==> src/design/sdm_pkg.sv <==
// Purpose: Shared constants for the SD mode configuration register bank.
// Assumes: APB with 32-bit data; each register takes one aligned word.
// Notes:   Register indices are scaled by four to form byte addresses.

`default_nettype none

package sdm_pkg;

    // ----------------------------------------------------------------
    // Register indices and widths
    // ----------------------------------------------------------------
    localparam int          ADDR_W        = 12;
    localparam int          REG_W         = 8;
    localparam logic [9:0]  IDX_SYNC_CTRL = 10'h086;
    localparam logic [9:0]  IDX_PIC_ADJ   = 10'h087;
    localparam logic [9:0]  IDX_IN_GAMMA  = 10'h088;
    localparam logic [9:0]  IDX_LIM_CDLY  = 10'h089;

    // ----------------------------------------------------------------
    // Reset values and writable bit masks
    // ----------------------------------------------------------------
    localparam logic [7:0]  RST_SYNC_CTRL = 8'h02;
    localparam logic [7:0]  RST_PIC_ADJ   = 8'h00;
    localparam logic [7:0]  RST_IN_GAMMA  = 8'h00;
    localparam logic [7:0]  RST_LIM_CDLY  = 8'h00;
    localparam logic [7:0]  MSK_SYNC_CTRL = 8'hCB;
    localparam logic [7:0]  MSK_PIC_ADJ   = 8'hBF;
    localparam logic [7:0]  MSK_IN_GAMMA  = 8'hFE;
    localparam logic [7:0]  MSK_LIM_CDLY  = 8'h3B;

    // ----------------------------------------------------------------
    // Field positions
    // ----------------------------------------------------------------
    localparam int BIT_BURST_SEL_LO  = 0;
    localparam int BIT_SYNC_861      = 3;
    localparam int BIT_FREE_RUN      = 6;
    localparam int BIT_COLOR_SWAP    = 7;
    localparam int BIT_PRPB_SCALE    = 0;
    localparam int BIT_Y_SCALE       = 1;
    localparam int BIT_HUE           = 2;
    localparam int BIT_BRIGHT        = 3;
    localparam int BIT_SHAPING_GAIN  = 4;
    localparam int BIT_AUTO_DETECT   = 5;
    localparam int BIT_RGB_INPUT     = 7;
    localparam int BIT_NONINTERLACED = 1;
    localparam int BIT_DOUBLE_BUF    = 2;
    localparam int BIT_IN_FORMAT_LO  = 3;
    localparam int BIT_NOISE_RED     = 5;
    localparam int BIT_GAMMA_EN      = 6;
    localparam int BIT_GAMMA_CURVE   = 7;
    localparam int BIT_UNDERSHOOT_LO = 0;
    localparam int BIT_BLACK_BURST   = 3;
    localparam int BIT_CHROMA_DLY_LO = 4;

    // ----------------------------------------------------------------
    // Timing
    // ----------------------------------------------------------------
    localparam int CLK_PERIOD_NS  = 40;
    localparam int BURST_A_NS     = 5170;
    localparam int BURST_B_NS     = 5310;
    localparam int BURST_C_NS     = 5590;
    localparam int BURST_A_CYC    =
        (BURST_A_NS + CLK_PERIOD_NS - 1) / CLK_PERIOD_NS;
    localparam int BURST_B_CYC    =
        (BURST_B_NS + CLK_PERIOD_NS - 1) / CLK_PERIOD_NS;
    localparam int BURST_C_CYC    =
        (BURST_C_NS + CLK_PERIOD_NS - 1) / CLK_PERIOD_NS;
    localparam logic [1:0] BURST_SEL_RSVD = 2'h3;

    // ----------------------------------------------------------------
    // Counter defaults
    // ----------------------------------------------------------------
    localparam int H_W       = 12;
    localparam int V_W       = 10;
    localparam int H_TOTAL   = 858;
    localparam int V_TOTAL   = 525;

endpackage : sdm_pkg

`default_nettype wire

==> src/design/sdm_line_field_counter.sv <==
// Purpose: Horizontal and vertical position counters of the SD path.
// Assumes: Sync events are single-cycle pulses on the same clock.
// Notes:   In free-running mode the counters clear only on sync events and otherwise wrap at their full width.

`timescale 1ns/1ns
`default_nettype none

module sdm_line_field_counter
#(
    parameter int H_W     = 12,
    parameter int V_W     = 10,
    parameter int H_TOTAL = 858,
    parameter int V_TOTAL = 525
)
(
    input  wire logic           clk,
    input  wire logic           srst,
    input  wire logic           free_run,
    input  wire logic           line_evt,
    input  wire logic           field_evt,
    output var  logic [H_W-1:0] h_cnt_q,
    output var  logic [V_W-1:0] v_cnt_q
);

    localparam logic [H_W-1:0] H_LAST = H_W'(H_TOTAL - 1);
    localparam logic [V_W-1:0] V_LAST = V_W'(V_TOTAL - 1);

    // ----------------------------------------------------------------
    // Horizontal counter
    // ----------------------------------------------------------------
    always_ff @(posedge clk)
    begin
        if (srst)
            h_cnt_q <= '0;
        else if (free_run && line_evt)
            h_cnt_q <= '0;
        else if (!free_run && h_cnt_q == H_LAST)
            h_cnt_q <= '0;
        else
            h_cnt_q <= h_cnt_q + H_W'(1);
    end

    // ----------------------------------------------------------------
    // Vertical counter
    // ----------------------------------------------------------------
    always_ff @(posedge clk)
    begin
        if (srst)
            v_cnt_q <= '0;
        else if (free_run)
        begin
            if (field_evt)
                v_cnt_q <= '0;
            else if (line_evt)
                v_cnt_q <= v_cnt_q + V_W'(1);
        end
        else if (h_cnt_q == H_LAST)
        begin
            v_cnt_q <= (v_cnt_q == V_LAST) ? '0 : v_cnt_q + V_W'(1);
        end
    end

endmodule : sdm_line_field_counter

`default_nettype wire

==> src/design/sdm_mode_regs.sv <==
// Purpose: SD mode configuration registers with APB access.
// Assumes: Sync inputs are asynchronous pins, active high.
// Notes:   Reserved bits are held at zero and read back as zero.
//
// How it works
// RL1 - Counter mode 0 wraps at standard length.
// RL2 - Counter mode 1 wraps on external sync.
// RL3 - Auto detect enable follows its bit.
// RL4 - RGB input bit selects colour space.
// RL5 - Software writes zero to reserved bits.
// RL6 - Software writes zero to upper reserved bits.
// RL7 - Noise reduction enable follows its bit.
// RL8 - Gamma enable follows its bit.
// RL9 - Gamma curve select follows its bit.
// RL10 - Black burst replaces luma when set.
// RL11 - Burst start delay chosen by two bits.
//
// Design decision made here: register access over APB.

`timescale 1ns/1ns
`default_nettype none

module sdm_mode_regs
#(
    parameter int H_TOTAL = 858,
    parameter int V_TOTAL = 525
)
(
    input  wire logic                        CLOCK,
    input  wire logic                        SRST,
    input  wire logic                        PSEL,
    input  wire logic                        PENABLE,
    input  wire logic                        PWRITE,
    input  wire logic [sdm_pkg::ADDR_W-1:0]  PADDR,
    input  wire logic [31:0]                 PWDATA,
    output var  logic [31:0]                 PRDATA,
    output var  logic                        PREADY,
    output var  logic                        PSLVERR,
    input  wire logic                        HSYNC_IN,
    input  wire logic                        VSYNC_IN,
    output var  logic                        RGB_COLOR_SWAP,
    output var  logic                        COUNTER_FREE_RUN,
    output var  logic                        SYNC_861_EN,
    output var  logic                        PRPB_SCALE_EN,
    output var  logic                        Y_SCALE_EN,
    output var  logic                        HUE_ADJUST_EN,
    output var  logic                        BRIGHTNESS_EN,
    output var  logic                        LUMA_SHAPING_FILTER_GAIN_EN,
    output var  logic                        AUTO_DETECT_EN,
    output var  logic                        RGB_INPUT_EN,
    output var  logic                        NONINTERLACED_EN,
    output var  logic                        DOUBLE_BUFFER_EN,
    output var  logic [1:0]                  INPUT_FORMAT,
    output var  logic                        NOISE_REDUCTION_EN,
    output var  logic                        GAMMA_EN,
    output var  logic                        GAMMA_CURVE_B,
    output var  logic [1:0]                  UNDERSHOOT_LIMIT,
    output var  logic                        LUMA_BLACK_BURST,
    output var  logic [1:0]                  CHROMA_DELAY,
    output var  logic [sdm_pkg::H_W-1:0]     H_COUNT,
    output var  logic [sdm_pkg::V_W-1:0]     V_COUNT,
    output var  logic                        BURST_START
);

    import sdm_pkg::*;

    // ----------------------------------------------------------------
    // Declarations
    // ----------------------------------------------------------------
    logic [7:0]     sync_ctrl_q;
    logic [7:0]     pic_adj_q;
    logic [7:0]     in_gamma_q;
    logic [7:0]     lim_cdly_q;
    logic [31:0]    prdata_q;
    logic           pready_q;
    logic           pslverr_q;
    logic           burst_q;
    logic [1:0]     sync_meta_q;
    logic [1:0]     sync_sync_q;
    logic [1:0]     sync_prev_q;
    logic           line_evt;
    logic           field_evt;
    logic           setup;
    logic           wr_fire;
    logic [9:0]     idx;
    logic           aligned;
    logic           hit_sync;
    logic           hit_pic;
    logic           hit_gam;
    logic           hit_lim;
    logic           mapped;
    logic [7:0]     rd_mux;
    logic [1:0]     burst_sel;
    logic [H_W-1:0] burst_cmp;
    logic [H_W-1:0] h_cnt;
    logic [V_W-1:0] v_cnt;

    // ----------------------------------------------------------------
    // Address decode
    // ----------------------------------------------------------------
    assign idx      = PADDR[ADDR_W-1:2];
    assign aligned  = (PADDR[1:0] == 2'h0);
    assign hit_sync = aligned && (idx == IDX_SYNC_CTRL);
    assign hit_pic  = aligned && (idx == IDX_PIC_ADJ);
    assign hit_gam  = aligned && (idx == IDX_IN_GAMMA);
    assign hit_lim  = aligned && (idx == IDX_LIM_CDLY);
    assign mapped   = hit_sync || hit_pic || hit_gam || hit_lim;
    assign setup    = PSEL && !PENABLE;
    assign wr_fire  = PSEL && PENABLE && pready_q && PWRITE;
    assign rd_mux   = ({8{hit_sync}} & sync_ctrl_q)
                    | ({8{hit_pic}}  & pic_adj_q)
                    | ({8{hit_gam}}  & in_gamma_q)
                    | ({8{hit_lim}}  & lim_cdly_q);

    // ----------------------------------------------------------------
    // APB answer
    // ----------------------------------------------------------------
    // Answer one cycle after setup: no wait states, data stable.
    always_ff @(posedge CLOCK)
    begin
        if (SRST)
        begin
            pready_q  <= 1'b0;
            pslverr_q <= 1'b0;
            prdata_q  <= 32'h0000_0000;
        end
        else
        begin
            pready_q  <= setup;
            pslverr_q <= setup && !mapped;
            prdata_q  <= (setup && !PWRITE) ? {24'h00_0000, rd_mux}
                                            : 32'h0000_0000;
        end
    end

    // ----------------------------------------------------------------
    // Register writes
    // ----------------------------------------------------------------
    // Masking keeps a careless write off the datapath.
    // RL5 reserved bits masked
    always_ff @(posedge CLOCK)
    begin
        if (SRST)
            sync_ctrl_q <= RST_SYNC_CTRL;
        else if (wr_fire && hit_sync)
            sync_ctrl_q <= PWDATA[7:0] & MSK_SYNC_CTRL;
    end

    // RL3 auto detect storage
    always_ff @(posedge CLOCK)
    begin
        if (SRST)
            pic_adj_q <= RST_PIC_ADJ;
        else if (wr_fire && hit_pic)
            pic_adj_q <= PWDATA[7:0] & MSK_PIC_ADJ;
    end

    // RL7 noise reduction storage
    always_ff @(posedge CLOCK)
    begin
        if (SRST)
            in_gamma_q <= RST_IN_GAMMA;
        else if (wr_fire && hit_gam)
            in_gamma_q <= PWDATA[7:0] & MSK_IN_GAMMA;
    end

    // RL6 upper bits masked
    always_ff @(posedge CLOCK)
    begin
        if (SRST)
            lim_cdly_q <= RST_LIM_CDLY;
        else if (wr_fire && hit_lim)
            lim_cdly_q <= PWDATA[7:0] & MSK_LIM_CDLY;
    end

    // ----------------------------------------------------------------
    // Sync input capture
    // ----------------------------------------------------------------
    always_ff @(posedge CLOCK)
    begin
        if (SRST)
        begin
            sync_meta_q <= 2'h0;
            sync_sync_q <= 2'h0;
            sync_prev_q <= 2'h0;
        end
        else
        begin
            sync_meta_q <= {VSYNC_IN, HSYNC_IN};
            sync_sync_q <= sync_meta_q;
            sync_prev_q <= sync_sync_q;
        end
    end

    assign line_evt  = sync_sync_q[0] && !sync_prev_q[0];
    assign field_evt = sync_sync_q[1] && !sync_prev_q[1];

    // ----------------------------------------------------------------
    // Position counters
    // ----------------------------------------------------------------
    // RL1 self wrap mode
    // RL2 sync wrap mode
    sdm_line_field_counter
    #(
        .H_W     (H_W),
        .V_W     (V_W),
        .H_TOTAL (H_TOTAL),
        .V_TOTAL (V_TOTAL)
    )
    u_counter
    (
        .clk       (CLOCK),
        .srst      (SRST),
        .free_run  (sync_ctrl_q[BIT_FREE_RUN]),
        .line_evt  (line_evt),
        .field_evt (field_evt),
        .h_cnt_q   (h_cnt),
        .v_cnt_q   (v_cnt)
    );

    // ----------------------------------------------------------------
    // Burst start timing
    // ----------------------------------------------------------------
    // Count zero is the line wrap in counted mode, or the detected hsync rising edge in free-running mode; compare one early.
    assign burst_sel = sync_ctrl_q[BIT_BURST_SEL_LO +: 2];

    always_comb
    begin
        case (burst_sel)
            2'h0:    burst_cmp = H_W'(BURST_A_CYC - 1);
            2'h1:    burst_cmp = H_W'(BURST_B_CYC - 1);
            2'h2:    burst_cmp = H_W'(BURST_C_CYC - 1);
            default: burst_cmp = '0;
        endcase
    end

    // RL11 burst start pulse
    always_ff @(posedge CLOCK)
    begin
        if (SRST)
            burst_q <= 1'b0;
        else
            burst_q <= (burst_sel != BURST_SEL_RSVD) && (h_cnt == burst_cmp);
    end

    // ----------------------------------------------------------------
    // Outputs
    // ----------------------------------------------------------------
    assign PRDATA                      = prdata_q;
    assign PREADY                      = pready_q;
    assign PSLVERR                     = pslverr_q;
    assign RGB_COLOR_SWAP              = sync_ctrl_q[BIT_COLOR_SWAP];
    assign COUNTER_FREE_RUN            = sync_ctrl_q[BIT_FREE_RUN];
    assign SYNC_861_EN                 = sync_ctrl_q[BIT_SYNC_861];
    assign PRPB_SCALE_EN               = pic_adj_q[BIT_PRPB_SCALE];
    assign Y_SCALE_EN                  = pic_adj_q[BIT_Y_SCALE];
    assign HUE_ADJUST_EN               = pic_adj_q[BIT_HUE];
    assign BRIGHTNESS_EN               = pic_adj_q[BIT_BRIGHT];
    assign LUMA_SHAPING_FILTER_GAIN_EN = pic_adj_q[BIT_SHAPING_GAIN];
    // RL3 auto detect out
    assign AUTO_DETECT_EN              = pic_adj_q[BIT_AUTO_DETECT];
    // RL4 colour space out
    assign RGB_INPUT_EN                = pic_adj_q[BIT_RGB_INPUT];
    assign NONINTERLACED_EN            = in_gamma_q[BIT_NONINTERLACED];
    assign DOUBLE_BUFFER_EN            = in_gamma_q[BIT_DOUBLE_BUF];
    assign INPUT_FORMAT                = in_gamma_q[BIT_IN_FORMAT_LO +: 2];
    // RL7 noise reduction out
    assign NOISE_REDUCTION_EN          = in_gamma_q[BIT_NOISE_RED];
    // RL8 gamma enable out
    assign GAMMA_EN                    = in_gamma_q[BIT_GAMMA_EN];
    // RL9 gamma curve out
    assign GAMMA_CURVE_B               = in_gamma_q[BIT_GAMMA_CURVE];
    assign UNDERSHOOT_LIMIT            = lim_cdly_q[BIT_UNDERSHOOT_LO +: 2];
    // RL10 black burst out
    assign LUMA_BLACK_BURST            = lim_cdly_q[BIT_BLACK_BURST];
    assign CHROMA_DELAY                = lim_cdly_q[BIT_CHROMA_DLY_LO +: 2];
    assign H_COUNT                     = h_cnt;
    assign V_COUNT                     = v_cnt;
    assign BURST_START                 = burst_q;

    localparam logic [H_W-1:0] H_LAST = H_W'(H_TOTAL - 1);
    localparam logic [V_W-1:0] V_LAST = V_W'(V_TOTAL - 1);
    localparam logic [H_W-1:0] BURST_A_AT = H_W'(BURST_A_CYC - 1);
endmodule : sdm_mode_regs

`default_nettype wire

==> config.mk <==
export PLATFORM = sky130hd
export DESIGN_NAME = sdm_mode_regs
export DESIGN_NICKNAME = d
export VERILOG_FILES = /design/src/design/sdm_pkg.sv /design/src/design/sdm_line_field_counter.sv /design/src/design/sdm_mode_regs.sv
export SDC_FILE = /design/constraint.sdc
export NUM_CORES = 1
export LEC_CHECK = 0
export ABC_CLOCK_PERIOD_IN_PS = 3000
export BUFFER_PORTS_ARGS = -buffer_cell sky130_fd_sc_hd__buf_2
export CORE_ASPECT_RATIO = 1.1
export CORE_MARGIN = 1.5
export CORE_UTILIZATION = 44
export DETAILED_ROUTE_END_ITERATION = 10
export GPL_ROUTABILITY_DRIVEN = 0
export GPL_TIMING_DRIVEN = 0
export PLACE_DENSITY = 0.84
export RECOVER_POWER = 100
export SLEW_MARGIN = 20
export SYNTH_ARGS = -nofsm -noshare
export SYNTH_HDL_FRONTEND = slang
export SYNTH_SLANG_ARGS = --single-unit
==> constraint.sdc <==
create_clock -name CLOCK -period 3 [get_ports CLOCK]
set_input_delay 0.3 -clock CLOCK [delete_from_list [all_inputs] [get_ports CLOCK]]
set_output_delay 0.3 -clock CLOCK [all_outputs]
set_load 0.02 [all_outputs]
==> metrics.txt <==
period utilization=0.768; CTS buffer count=9; ANT nets after route=0; CTS resizes=0; GR Util met3=0.0588; 1st-iter DRT viols=193; Die W=84.2 µm; Switch Pwr=485 µW; synthesized instance count=356; die height=92.4 µm; crit start category=register; CTS Hold Buffers Added=0; Yosys top cell area share=0.395; vias in the first global route=2,875; EDFF count, synth=0; Post-Synthesis Cell Area=between 3000 and 4000 µm²; Rel. slew slack=0.233; worst clock skew=about 0.01 ns; Final setup viols=0; Top FF cell, synth=dfxtp_1; min Tclk post-route=2.30 ns; WS Path Type=register to register; combinational fraction of design power=0.099; H-tree Lvls=3; hold slack=0.179 ns; max cap viols=0; die area=7780 µm²; RSZ-0062 raised after global routing=false; sequential fraction of the synthesis area=0.395; Crit-path slowest cell=a21oi_1; Crit path largest cell delay=0.80 ns; DRC viols=0; M2 GR Usage=0.375; Final Util=0.553; Mean Syn Cell Area=8.97 µm²; worst endpoint data arrival time=2.49 ns; Nets=525; post-CTS setup buffers=0; ys async rst share=0; first-pass GRT wire length=13,700 µm; CP cell instances=ha_1, and2b_2, nand4_1, a21oi_1, nor4_1; final max-slew violation count=0; routed wire length=8580 µm; pwr/cell area=approximately 460 nW/µm²; Sw Ratio=0.271; peak fanout along the critical path=10; wire per inst=15.3 µm; Initial Util=0.456; final setup TNS=0 ns; adder-cell share of the synthesized area=0.0157; Static Leak=1.42 nW; post-DP HPWL=6100 µm; VDD IR max=between 0.3 and 0.4 mV; class of the worst hold path=input port to register; share of cells above drive strength 1=0.192; status=complete, no violations; total power=roughly 1.8 mW; Synth warnings=0; power share of the clock group=0.411; CTS Sinks=63; core area=7010 µm²; CTS Buffer Depth=2; most frequent cells in the layout=clkbuf_1 (68), dfxtp_1 (63), nand3_1 (33), o21ai_0 (29), buf_2 (27); GRT overflow=0; Post-Synth XOR/XNOR Area=0.0274; Final Hold Vio Count=0; WP data required=3.18 ns; compound-gate portion of the synthesized area=0.195; Ports=130; Distinct cells, synth=67; port bufs=80; iteration count of the initial detailed-routing pass=4; routed vias/inst=5.64; cell accounting for the most synthesized area=dfxtp_1; Int Power=about 1.3 mW; Top delay family on crit path=compound AO/OA/AOI/OAI gates; FF+latch count, synth=between 60 and 70; initial antenna violation count=0; sequential power share=0.489; Layout area overhead=21.2%; largest family of logic cells by synthesized area=simple AND/OR/NAND/NOR gates; Antenna Cells=0; CTS tree=done; maximum clock rate=0.434 GHz; commonest non-fill, non-tap cell in the layout=clkbuf_1; mux cell area share after synthesis=0.0168; std cell rows=32; GRT met1 Usage=0.260; gr usage total=0.220; root buffer cell=clkbuf_8; Worst-path clk slew=0.07 ns; CP Capture Type=register; gr busiest metal=met2; measured slew at the worst slew-check pin=1.14 ns; Simple-Gate Fraction of Synth Area=0.245; total number of vias=3,156; WP buf/inv=0; largest net degree at the start of global routing=13; worst-skew pair later-pin latency=0.34 ns; top cells by area, synth=dfxtp_1 (39%), buf_4 (5.9%), nand3_1 (5.2%), o21ai_0 (4.5%), a21oi_1 (3.8%)
## worst paths after layout
path | slack, ns | end | cells past startpoint | start
setup / recovery | 0.70 | u_counter.v_cnt_q[0]$_SDFFE_PP0P_ | 5 | u_counter.h_cnt_q[0]$_SDFF_PP0_
hold / removal | 0.18 | PREADY$_SDFF_PP0_ | 2 | PENABLE
setup reg to reg | 0.70 | u_counter.v_cnt_q[0]$_SDFFE_PP0P_ | 5 | u_counter.h_cnt_q[0]$_SDFF_PP0_
hold reg to reg | 0.44 | sync_sync_q[0]$_SDFF_PP0_ | 1 | sync_meta_q[0]$_SDFF_PP0_
## layer usage
metal,share of wire,routed length [µm]
met1,0.40,3420
met3,0.081,693
met2,0.50,4260
met4,0.025,215
met5,0,0
## kinds of logic after synthesis
family                   after synthesis
other                                  1
buffers and inverters                 53
AO/OA/AOI/OAI                         96
XOR/XNOR                              10
adder cells (fa/ha/maj)                4
AND/OR/NAND/NOR                      124
flip-flops                            63
multiplexers                           5
## final cells by class
cell class,instances,area (µm²)
Fill cell,682,3140
Multi-Input combinational cell,263,1660
Inverter,9,33.8
Sequential cell,63,1260
Clock buffer,9,124
Timing Repair Buffer,80,330
Tap cell,85,106
Clock inverter,7,73.8
Buffer,44,282
## state kept, by name, indices dropped and copies added, names as in the netlist
register	flops
u_counter.v_cnt_q	10
sync_ctrl_q	5
in_gamma_q	7
sync_sync_q	2
u_counter.h_cnt_q	12
BURST_START	1
sync_meta_q	2
PSLVERR	1
PRDATA	8
PREADY	1
sync_prev_q	2
pic_adj_q	7
lim_cdly_q	5
## cells in the mapped netlist, types with 5 or more instances
master / n
dfxtp_1: 63
nand3_1: 33
o21ai_0: 29
nor2_1: 26
buf_4: 25
a21oi_1: 24
nand2_1: 10
nand4_1: 10
clkbuf_1: 9
inv_1: 9
xor2_1: 8
a211oi_1: 6
and4_1: 6
nor2b_1: 6
a31oi_1: 5
## power groups by stage
stage          Clock [mW]  Combinational (mW)  Sequential (mW)
2_1_floorplan           0               0.112            0.906
3_3_place_gp            0               0.176            0.893
3_5_place_dp            0               0.180            0.895
4_1_cts             0.747               0.181            0.875
5_1_grt             0.779               0.193            0.879
6_report            0.737               0.178            0.877
## per-stage QoR
stage	setup slack, ns	instance area (µm²)	std cells
finish	0.697	3870	560
global route	0.528	3870	560
detailed placement	1.05	3790	544
CTS	1.15	3990	560
global placement	1.05	3790	544
floorplan	1.25	3280	379
No activity file was read; power rests on OpenSTA's default activity.
